File: config.mk
export PLATFORM = sky130hd
export DESIGN_NAME = pdef_gpio
export DESIGN_NICKNAME = d
export VERILOG_FILES = /design/src/pdef_pkg.sv /design/src/pdef_gpio.sv
export VERILOG_INCLUDE_DIRS = /design/src
export SDC_FILE = /design/constraint.sdc
export NUM_CORES = 1
export LEC_CHECK = 0
export ABC_AREA = 0
export BUFFER_PORTS_ARGS = -buffer_cell sky130_fd_sc_hd__clkbuf_2
export CAP_MARGIN = 30
export CORE_ASPECT_RATIO = 0.7
export CORE_MARGIN = 4
export CORE_UTILIZATION = 55
export DETAILED_ROUTE_END_ITERATION = 12
export HOLD_SLACK_MARGIN = 0.12
export PLACE_DENSITY = 0.81
export SYNTH_ARGS = -nofsm -noshare
export SYNTH_HDL_FRONTEND = slang
export SYNTH_SLANG_ARGS = --single-unit
File: constraint.sdc
create_clock -name mclk -period 6.24 [get_ports mclk]
set_input_delay 0.312 -clock mclk [delete_from_list [all_inputs] [get_ports mclk]]
set_output_delay 0.312 -clock mclk [all_outputs]
set_load 0.005 [all_outputs]
File: src/pdef_consts.svh
// What this block does
// Direction bit 1 enables a pin's output driver; 0 makes it an input.
// Reset clears every direction bit of all three ports.
// First port data read returns latch where direction is 1, pin otherwise.
// Data writes always update latches; input pins read back the pin.
// First port input pin with pullup enable 1 gets internal pullup.
// Pullup is dropped whenever the pin is an output, following direction at once.
// Reset leaves all output data latches unchanged.
// Second port has six pins, six latch bits, six direction bits.
// Serial-owned second port pin ignores direction for drive, not for reads.
// Serial enable clear returns second port bits 1 and 0 to port control.
// Second port data read returns latch where direction is 1, pin otherwise.
// Third port bits 7..4 are timer channels 5..2 when their select enables them.
// Third port data read returns latch where direction is 1, pin otherwise.
// Software writes the latch before turning a pin to output.
// SPI-owned first port pins ignore direction for drive, not for reads.
// Pin levels pass a two-stage synchroniser before any read.
`ifndef PDEF_CONSTS_SVH
`define PDEF_CONSTS_SVH

`define PDEF_ADDR_W 16
`define PDEF_DATA_W 8
`define PDEF_FIRST_W 8
`define PDEF_SECOND_W 6
`define PDEF_THIRD_W 8

`define PDEF_OFS_FIRST_DATA 16'h0003
`define PDEF_OFS_SECOND_DATA 16'h0008
`define PDEF_OFS_THIRD_DATA 16'h0440
`define PDEF_OFS_FIRST_DIR 16'h0442
`define PDEF_OFS_FIRST_PUE 16'h0443
`define PDEF_OFS_SECOND_DIR 16'h0444
`define PDEF_OFS_THIRD_DIR 16'h0445

`define PDEF_RST_DIR8 8'h00
`define PDEF_RST_DIR6 6'h00
`define PDEF_RST_PUE 8'h00
`define PDEF_RST_RDATA 8'h00

// second port pin positions shared with the serial interface
`define PDEF_SCI_RX_BIT 1
`define PDEF_SCI_TX_BIT 0
// third port bits 7..4 carry timer channels 5..2
`define PDEF_TIM_LO_BIT 4

`endif

File: src/pdef_pkg.sv
package pdef_pkg;

  // drive of one port towards the pad ring
  typedef struct packed {
    logic [7:0] dout;
    logic [7:0] oe;
    logic [7:0] pu;
  } pdef_pad8_t;

  typedef struct packed {
    logic [5:0] dout;
    logic [5:0] oe;
  } pdef_pad6_t;

  // what the peripherals sharing the pins ask for
  typedef struct packed {
    logic serial_interface_enable;
    logic sci_txd;
    logic [3:0] spi_own;
    logic [3:0] spi_dout;
    logic [3:0] spi_oe;
    logic [7:0] timer_channel_edge_level_select;
    logic [3:0] tim_dout;
    logic [3:0] tim_oe;
  } pdef_periph_t;

endpackage

File: src/pdef_gpio.sv
`timescale 1ns/100ps
`include "pdef_consts.svh"

module pdef_gpio (
  input wire logic mclk,
  input wire logic rst,
  input wire logic [`PDEF_ADDR_W-1:0] bus_addr,
  input wire logic [`PDEF_DATA_W-1:0] bus_wdata,
  input wire logic bus_wr,
  input wire logic bus_rd,
  output logic [`PDEF_DATA_W-1:0] bus_rdata,
  input wire pdef_pkg::pdef_periph_t periph,
  input wire logic [`PDEF_FIRST_W-1:0] first_pin_in,
  input wire logic [`PDEF_SECOND_W-1:0] second_pin_in,
  input wire logic [`PDEF_THIRD_W-1:0] third_pin_in,
  output pdef_pkg::pdef_pad8_t first_pad,
  output pdef_pkg::pdef_pad6_t second_pad,
  output pdef_pkg::pdef_pad8_t third_pad
);

  // read mux shared by all three data locations
  function automatic logic [7:0] read_mix(
    input logic [7:0] dir,
    input logic [7:0] latch,
    input logic [7:0] pin
  );
    read_mix = (dir & latch) | (~dir & pin);
  endfunction

  // a timer channel owns its pin when its two select bits are not both zero
  function automatic logic [3:0] tim_owned(input logic [7:0] sel);
    logic [3:0] own;
    own = 4'h0;
    for (int i = 0; i < 4; i++) begin
      own[i] = |sel[2*i +: 2];
    end
    tim_owned = own;
  endfunction

  // register state
  logic [7:0] first_port_data_ff, nxt_first_port_data;
  logic [5:0] second_port_data_ff, nxt_second_port_data;
  logic [7:0] third_port_data_ff, nxt_third_port_data;
  logic [7:0] first_port_direction_ff, nxt_first_port_direction;
  logic [7:0] first_port_pullup_enable_ff, nxt_first_port_pullup_enable;
  logic [5:0] second_port_direction_ff, nxt_second_port_direction;
  logic [7:0] third_port_direction_ff, nxt_third_port_direction;
  logic [7:0] rdata_ff, nxt_rdata;

  // synchronisers; stage one is read only by stage two
  logic [7:0] first_meta_ff, first_sync_ff;
  logic [5:0] second_meta_ff, second_sync_ff;
  logic [7:0] third_meta_ff, third_sync_ff;

  // pad drive registers
  pdef_pkg::pdef_pad8_t first_pad_ff, nxt_first_pad;
  pdef_pkg::pdef_pad6_t second_pad_ff, nxt_second_pad;
  pdef_pkg::pdef_pad8_t third_pad_ff, nxt_third_pad;

  logic wr_first_data, wr_second_data, wr_third_data;
  logic wr_first_dir, wr_first_pue, wr_second_dir, wr_third_dir;

  // address decode of the write strobe
  always_comb begin
    wr_first_data = bus_wr && (bus_addr == `PDEF_OFS_FIRST_DATA);
    wr_second_data = bus_wr && (bus_addr == `PDEF_OFS_SECOND_DATA);
    wr_third_data = bus_wr && (bus_addr == `PDEF_OFS_THIRD_DATA);
    wr_first_dir = bus_wr && (bus_addr == `PDEF_OFS_FIRST_DIR);
    wr_first_pue = bus_wr && (bus_addr == `PDEF_OFS_FIRST_PUE);
    wr_second_dir = bus_wr && (bus_addr == `PDEF_OFS_SECOND_DIR);
    wr_third_dir = bus_wr && (bus_addr == `PDEF_OFS_THIRD_DIR);
  end

  // data latches take every write, whatever the direction bits say
  always_comb begin
    nxt_first_port_data = wr_first_data ? bus_wdata : first_port_data_ff;
    nxt_second_port_data = wr_second_data ?
      bus_wdata[`PDEF_SECOND_W-1:0] : second_port_data_ff;
    nxt_third_port_data = wr_third_data ? bus_wdata : third_port_data_ff;
  end

  // no reset here: latch contents survive a reset
  always_ff @(posedge mclk) begin
    first_port_data_ff <= nxt_first_port_data;
    second_port_data_ff <= nxt_second_port_data;
    third_port_data_ff <= nxt_third_port_data;
  end

  // direction and pullup enable registers
  always_comb begin
    nxt_first_port_direction = wr_first_dir ? bus_wdata : first_port_direction_ff;
    nxt_first_port_pullup_enable = wr_first_pue ? bus_wdata : first_port_pullup_enable_ff;
    nxt_second_port_direction = wr_second_dir ?
      bus_wdata[`PDEF_SECOND_W-1:0] : second_port_direction_ff;
    nxt_third_port_direction = wr_third_dir ? bus_wdata : third_port_direction_ff;
  end

  always_ff @(posedge mclk) begin
    if (rst) begin
      first_port_direction_ff <= `PDEF_RST_DIR8;
      second_port_direction_ff <= `PDEF_RST_DIR6;
      third_port_direction_ff <= `PDEF_RST_DIR8;
      first_port_pullup_enable_ff <= `PDEF_RST_PUE;
    end else begin
      first_port_direction_ff <= nxt_first_port_direction;
      second_port_direction_ff <= nxt_second_port_direction;
      third_port_direction_ff <= nxt_third_port_direction;
      first_port_pullup_enable_ff <= nxt_first_port_pullup_enable;
    end
  end

  // two flops per pin before the read mux; no reset needed on a pure sampler
  always_ff @(posedge mclk) begin
    first_meta_ff <= first_pin_in;
    first_sync_ff <= first_meta_ff;
    second_meta_ff <= second_pin_in;
    second_sync_ff <= second_meta_ff;
    third_meta_ff <= third_pin_in;
    third_sync_ff <= third_meta_ff;
  end

  // read data, valid only in the cycle after the strobe
  always_comb begin
    nxt_rdata = `PDEF_RST_RDATA;
    if (bus_rd) begin
      unique case (bus_addr)
        `PDEF_OFS_FIRST_DATA:
          // direction chooses latch or pin even for spi-owned pins
          nxt_rdata = read_mix(first_port_direction_ff, first_port_data_ff,
                               first_sync_ff);
        `PDEF_OFS_SECOND_DATA:
          nxt_rdata = read_mix({2'h0, second_port_direction_ff},
                               {2'h0, second_port_data_ff},
                               {2'h0, second_sync_ff});
        `PDEF_OFS_THIRD_DATA:
          nxt_rdata = read_mix(third_port_direction_ff, third_port_data_ff,
                               third_sync_ff);
        `PDEF_OFS_FIRST_DIR: nxt_rdata = first_port_direction_ff;
        `PDEF_OFS_FIRST_PUE: nxt_rdata = first_port_pullup_enable_ff;
        `PDEF_OFS_SECOND_DIR: nxt_rdata = {2'h0, second_port_direction_ff};
        `PDEF_OFS_THIRD_DIR: nxt_rdata = third_port_direction_ff;
        default: nxt_rdata = `PDEF_RST_RDATA; // unmapped reads as zero
      endcase
    end
  end

  always_ff @(posedge mclk) begin
    if (rst) begin
      rdata_ff <= `PDEF_RST_RDATA;
    end else begin
      rdata_ff <= nxt_rdata;
    end
  end

  // pad drive; built from next-state values so a direction write and its
  // pullup/driver change land on the same edge, not one cycle apart
  logic [3:0] tim_own;

  always_comb begin
    tim_own = tim_owned(periph.timer_channel_edge_level_select);

    // first port: direction drives, spi takes over its owned pins
    nxt_first_pad.dout = nxt_first_port_data;
    nxt_first_pad.oe = nxt_first_port_direction;
    for (int i = 0; i < 4; i++) begin
      if (periph.spi_own[i]) begin
        nxt_first_pad.dout[i] = periph.spi_dout[i];
        nxt_first_pad.oe[i] = periph.spi_oe[i];
      end
    end
    // pullup only on pins that are not driven
    nxt_first_pad.pu = nxt_first_port_pullup_enable & ~nxt_first_pad.oe;

    // second port: serial owns rx and tx while enabled
    nxt_second_pad.dout = nxt_second_port_data;
    nxt_second_pad.oe = nxt_second_port_direction;
    if (periph.serial_interface_enable) begin
      nxt_second_pad.oe[`PDEF_SCI_RX_BIT] = 1'b0;
      nxt_second_pad.dout[`PDEF_SCI_TX_BIT] = periph.sci_txd;
      nxt_second_pad.oe[`PDEF_SCI_TX_BIT] = 1'b1;
    end // else both pins stay under port control R10

    // third port: upper nibble handed to timer channels when selected
    nxt_third_pad.dout = nxt_third_port_data;
    nxt_third_pad.oe = nxt_third_port_direction;
    for (int i = 0; i < 4; i++) begin
      if (tim_own[i]) begin
        nxt_third_pad.dout[`PDEF_TIM_LO_BIT + i] = periph.tim_dout[i];
        nxt_third_pad.oe[`PDEF_TIM_LO_BIT + i] = periph.tim_oe[i];
      end
    end
    nxt_third_pad.pu = 8'h00; // this port has no pullups
  end

  // pads come up undriven; the data seen before the first write is a don't-care
  always_ff @(posedge mclk) begin
    if (rst) begin
      first_pad_ff <= '0;
      second_pad_ff <= '0;
      third_pad_ff <= '0;
    end else begin
      first_pad_ff <= nxt_first_pad;
      second_pad_ff <= nxt_second_pad;
      third_pad_ff <= nxt_third_pad;
    end
  end

  assign bus_rdata = rdata_ff;
  assign first_pad = first_pad_ff;
  assign second_pad = second_pad_ff;
  assign third_pad = third_pad_ff;

endmodule

=== Word level (Yosys, flattened, before mapping) ===
Index checks and enable logic that the tools add are counted.

* Bits in latches: 0
* Bits of input ports: 80
* Memories kept: 0
* Logic and storage cells: 84
* ROM bits: 0
* Memory bits (writable): 0
* Bits in registers: 164
* Output and inout port bits: 68

* Shifts and indexed selects: 0
* $lt $le $gt $ge: 0
* Divide/modulo/power cells: 0
* Reduce and logical (&&, ||, !) cells: 13
* $add $sub $neg: 0
* $mul: 0
* Multiplexer cells: 26
* Equality and inequality tests: 7
* Bitwise operators: 15

{| class="wikitable"
|+ Operators with widths
! operator !! number
|-
| $eq 16x11->1 const B || 5
|-
| $pmux 8 s7 || 1
|-
| $and 8x8->8 || 5
|-
| $mux 8 || 5
|-
| $not 8->8 || 3
|-
| $mux 1 || 18
|-
| $eq 16x2->1 const B || 1
|-
| $eq 16x4->1 const B || 1
|-
| $or 8x8->8 || 2
|-
| $mux 6 || 2
|-
| $reduce_or 2->1 || 6
|-
| $and 8x6->8 || 1
|-
| $not 6->8 || 1
|-
| $or 6x8->8 || 1
|-
| $logic_and 1x1->1 || 7
|-
| $and 6x6->6 || 1
|-
| $not 1->1 || 1
|}

=== Longest topological paths before layout ===
* Word-level depth: 6
* Depth in mapped cells: 7

=== Worst setup path before layout ===
No wires, ideal clock.

* Path kind: input-to-reg
* Start: input bus_addr[13]
* End: register second_pad_ff (netlist bit second_pad[6])
* Arrival: 2327 ps
* Library setup time: 115 ps
* Stages on the path: 6
* Required time: 6125 ps
* Setup slack: 3799 ps
* Path through: or4_1 > buf_2 > or3_4 > nor4_4 > mux2_2 > o21a_1

* Longest elaborated chain between the ends: 4

{| class="wikitable"
|+ RTL lines
! item !! line !! source
|-
| start, declared || pdef_gpio.sv:7 || <nowiki>input wire logic [`PDEF_ADDR_W-1:0] bus_addr,</nowiki>
|-
| $eq 16x4->1 || - ||
|-
| $logic_and 1x1->1 || pdef_gpio.sv:66 || <nowiki>wr_second_data = bus_wr && (bus_addr == `PDEF_OFS_SECOND_DATA);</nowiki>
|-
| $mux 6 || pdef_gpio.sv:77 || <nowiki>nxt_second_port_data = wr_second_data ?</nowiki>
|-
| net nxt_second_port_data[0] || pdef_gpio.sv:42 || <nowiki>logic [5:0] second_port_data_ff, nxt_second_port_data;</nowiki>
|-
| $mux 1 || pdef_gpio.sv:177 || <nowiki>if (periph.serial_interface_enable) begin</nowiki>
|-
| end signal, assigned || pdef_gpio.sv:203 || <nowiki>second_pad_ff <= nxt_second_pad;</nowiki>
|-
| end, declared || pdef_gpio.sv:57 || <nowiki>pdef_pkg::pdef_pad6_t second_pad_ff, nxt_second_pad;</nowiki>
|}

The timed path passes the listed nets, and every way through them passes these cells.
A chain may end at the register's enable or synchronous reset.

=== Worst setup path in the final report ===
* Start: input bus_addr[13]
* End: register third_pad_ff (netlist bit third_pad[22])

* Longest elaborated chain between the ends: 4

{| class="wikitable"
|+ RTL lines
! item !! line !! source
|-
| $eq 16x11->1 || - ||
|-
| $logic_and 1x1->1 || pdef_gpio.sv:67 || <nowiki>wr_third_data = bus_wr && (bus_addr == `PDEF_OFS_THIRD_DATA);</nowiki>
|-
| $mux 8 || pdef_gpio.sv:79 || <nowiki>nxt_third_port_data = wr_third_data ? bus_wdata : third_port_data_ff;</nowiki>
|-
| net nxt_third_port_data[6] || pdef_gpio.sv:43 || <nowiki>logic [7:0] third_port_data_ff, nxt_third_port_data;</nowiki>
|-
| $mux 1 || pdef_gpio.sv:187 || <nowiki>if (tim_own[i]) begin</nowiki>
|-
| end signal, assigned || pdef_gpio.sv:204 || <nowiki>third_pad_ff <= nxt_third_pad;</nowiki>
|-
| end, declared || pdef_gpio.sv:58 || <nowiki>pdef_pkg::pdef_pad8_t third_pad_ff, nxt_third_pad;</nowiki>
|}

The timed path passes the listed nets, and every way through them passes these cells.

==> results.cfg <==
[grt]
grt_overflow_total = 0
grt_pass1_vias = 4095
grt_util_all_layers_pct = 26.2
grt_max_degree = 68
antenna_found_initial = 0
grt_first_pass_wirelength_um = 21400

[clock_network]
clock_latency_ns = 0.41
postCtsResizedCells = 0
post_cts_buffers = 0
htree_levels = 4
clk_pin_slew_worst_paths_ns = 0.06
ctsLongestPathBuffers = 2
cts_tree = built
clkSinkCount = 144
cts.hold.buffers_added = 22
cts_buffers = 17
cts-root-buf = clkbuf_16

[drt]
wl_per_cell_um = 18.0
routed_wl_um = 13800
drt-initial-drc-count = 279
vias = 4152
vias_per_cell = 5.42
drc = 0
drtAntennaViolNets = 0
dr.pass1.iters = 5

[setup_path]
cp-start-kind = primary input
cp_max_fo = 8
worstPathCellList = clkbuf_2 -> or4_1 -> nor4_1 -> nand4_1 -> mux2_2 -> o31a_1
worst_ep_required_time_ns = 6.54
crit_arrival_ns = 2.93
crit_path_top_delay_cell = or4_1
max_stage_delay_ns = 0.69
critPathCaptureType = register
worst-setup-path-type = primary input to register
crit_family = simple AND/OR/NAND/NOR gates
critPathBufInv = 1

[yosys]
synth-compound-area-share_pct = 10.4
synth_area_leaders = dfxtp_1, mux2i_1, mux2_2
synth_xor_area_share_pct = 0
synth-edff-count = 0
ys_seq_area_share_pct = 56.6
yosysUniqueCellTypes = 46
synthAdderAreaFrac_pct = 0
ys.flop_type = dfxtp_1
synth.mux.area_fraction_pct = 12.8
syn_inst = 478
avgSynthCellArea_um2 = 10.7
synth_largest_area_cell = dfxtp_1
yosysWarningCount = 0
synthSimpleGateAreaFrac_pct = 14.8
synth_top_family_by_area = simple AND/OR/NAND/NOR gates
synth-seq-cells = 144
syn_area_um2 = 5100
synth_top_cell_area_share_pct = 56.6
synthArstFlopShare_pct = 0

[timing]
worstMarginPinSlew_ns = 0.771
fin_crit_sh_pct = 42.3
rsz0062_at_grt = false
setup_viol_count_final = 0
maxSlewViolCount = 0
max_freq_mhz = 379
fin_crit_ns = 2.64
fin_worst_skew_ns = 0.00596
slew_headroom_pct = 48.2
hold_violations = 0
tns_ns = 0

[floorplanning]
core_area_um2 = 9030
die_y_um = 88.5
initial_utilization_pct = 56.4
io_pins = 148
die_w_um = 123
dieArea_um2 = 10900
rows = 29

[cells_and_area]
diodes = 0
finalNetCount = 709
design_area_um2 = 6580
synthToLayoutAreaGrowth_pct = 29.1
drive_gt1_share_pct = 32.2
fill_cells = 672

[pwr]
ir_drop_v = 0.000247
powerDensity_nw_per_um2 = 306
p_leak_nw = 2.92

[run]
maxCapViolCount = 0

[min_path]
hp-class = primary input to register

[placed_design]
io_buffer_count = 139
placed_cell_area_um2 = 5790
routabilityCongestion = 0.906
hpwl_um = 9580

[run_status]
status = finished, final reports clean
==> cell type report <==
cell class / instances / area (um2) / area share (%)
tap: 124 / 155 / 2.36
clock inverter: 13 / 139 / 2.11
timing repair buffer: 165 / 946 / 14.4
inverter: 13 / 48.8 / 0.741
clock buffer: 19 / 433 / 6.58
sequential: 144 / 2880 / 43.8
multi-input combinational: 288 / 1980 / 30.0
==> placed cells by master (no fill, tap or decap), types with 4 or more instances in the layout <==
master	n
dfxtp_1	144
clkbuf_2	139
nor2_1	59
mux2i_1	37
mux2_2	25
a21oi_1	24
dlygate4sd3_1	22
clkbuf_16	17
o21ai_0	14
inv_1	13
nor2b_1	13
nand3_1	11
nand2_1	10
a222oi_1	8
conb_1	8
nor3_1	6
o22ai_1	6
nand2b_1	5
o21a_1	5
and2b_1	5
a32oi_1	4
a31oi_1	4
and2_1	4
o31a_1	4
a211oi_1	4
clkinv_2	4
clkinv_4	4
buf_4	4
==> metrics by stage <==
stage                     setup slack [ns]  power, W  utilization [%]  instances  hold slack (ns)
final                                 3.60   0.00202             72.8        766            0.138
after global routing                  3.50   0.00208             72.8        766            0.129
after CTS                             3.62   0.00203             72.8        766            0.124
after detailed placement              3.23   0.00106             64.1        712            0.312
after global placement                3.26   0.00105             64.1        712            0.311
after floorplan                       3.80   0.00101                -        485            0.310
==> registers in the layout, indices dropped and copies added (netlist names), 8 cells and up <==
register	count
third_meta_ff	8
first_port_direction_ff	8
third_sync_ff	8
first_meta_ff	8
second_pad	8
third_pad	12
first_pad	20
bus_rdata	8
first_port_data_ff	8
third_port_direction_ff	8
first_sync_ff	8
first_port_pullup_enable_ff	8
third_port_data_ff	8
==> Yosys cell counts (2+ instances only) <==
library cell  count
a211oi_1          4
nand2_1          10
o21a_1            5
a222oi_1          8
nand3_1          11
nor4_4            2
nor4bb_1          2
nor4_1            3
inv_1            13
buf_2             2
nand2b_1          5
or3_1             2
o21ai_0          14
a31oi_1           4
nor2_1           59
o31a_1            4
a21oi_1          24
and2b_1           5
a32oi_1           4
nand3b_1          2
o22ai_1           6
and2_1            4
clkbuf_1         18
or4_1             3
mux2i_1          37
mux2_2           25
buf_4            20
nor2b_1          13
dfxtp_1         144
a221oi_1          3
nand4_1           2
nor3_1            6
==> final timing paths <==
| path | end | slack, ns | from | cells after the start |
|---|---|---|---|---|
| hold reg to reg | first_sync_ff[0] | 0.33 | first_meta_ff[0] | 0 |
| setup / recovery | third_pad[22] | 3.60 | bus_addr[13] | 6 |
| hold / removal | third_pad[23] | 0.14 | periph[14] | 2 |
| setup reg to reg | bus_rdata[6] | 4.74 | first_port_direction_ff[6] | 4 |
==> metal layers <==
metal | share of wire [%] | routed length [um] | GRT usage [%]
met5 | 0 | 0 | 0
met4 | 1.0 | 144 | 7.64
met3 | 11 | 1450 | 9.07
met2 | 46 | 6300 | 41.9
met1 | 43 | 5890 | 34.1
==> power breakdown <==
part	switching (W)	leakage (nW)	total, W	internal, W
Combinational	0.0000537	1.46	0.000101	0.0000471
Sequential	0.00000592	1.18	0.000948	0.000942
Clock	0.000380	0.277	0.000968	0.000588
Total	0.000439	2.92	0.00202	0.00158
==> worst register-to-register path, cell delays in order (launching register included) <==
cell	delay (ns)
dfxtp_1	0.39
mux2_2	0.37
a32o_1	0.27
a222oi_1	0.23
nor2_1	0.10
==> kinds of logic (layout without fill, tap and decap cells) <==
kind of cell    Yosys count  in the layout
buf+inv                  53            210
mux                      62             62
simple gates            138            138
flops                   144            144
other cells               1              8
compound gates           80             80
(Power assumes the default switching activity.)
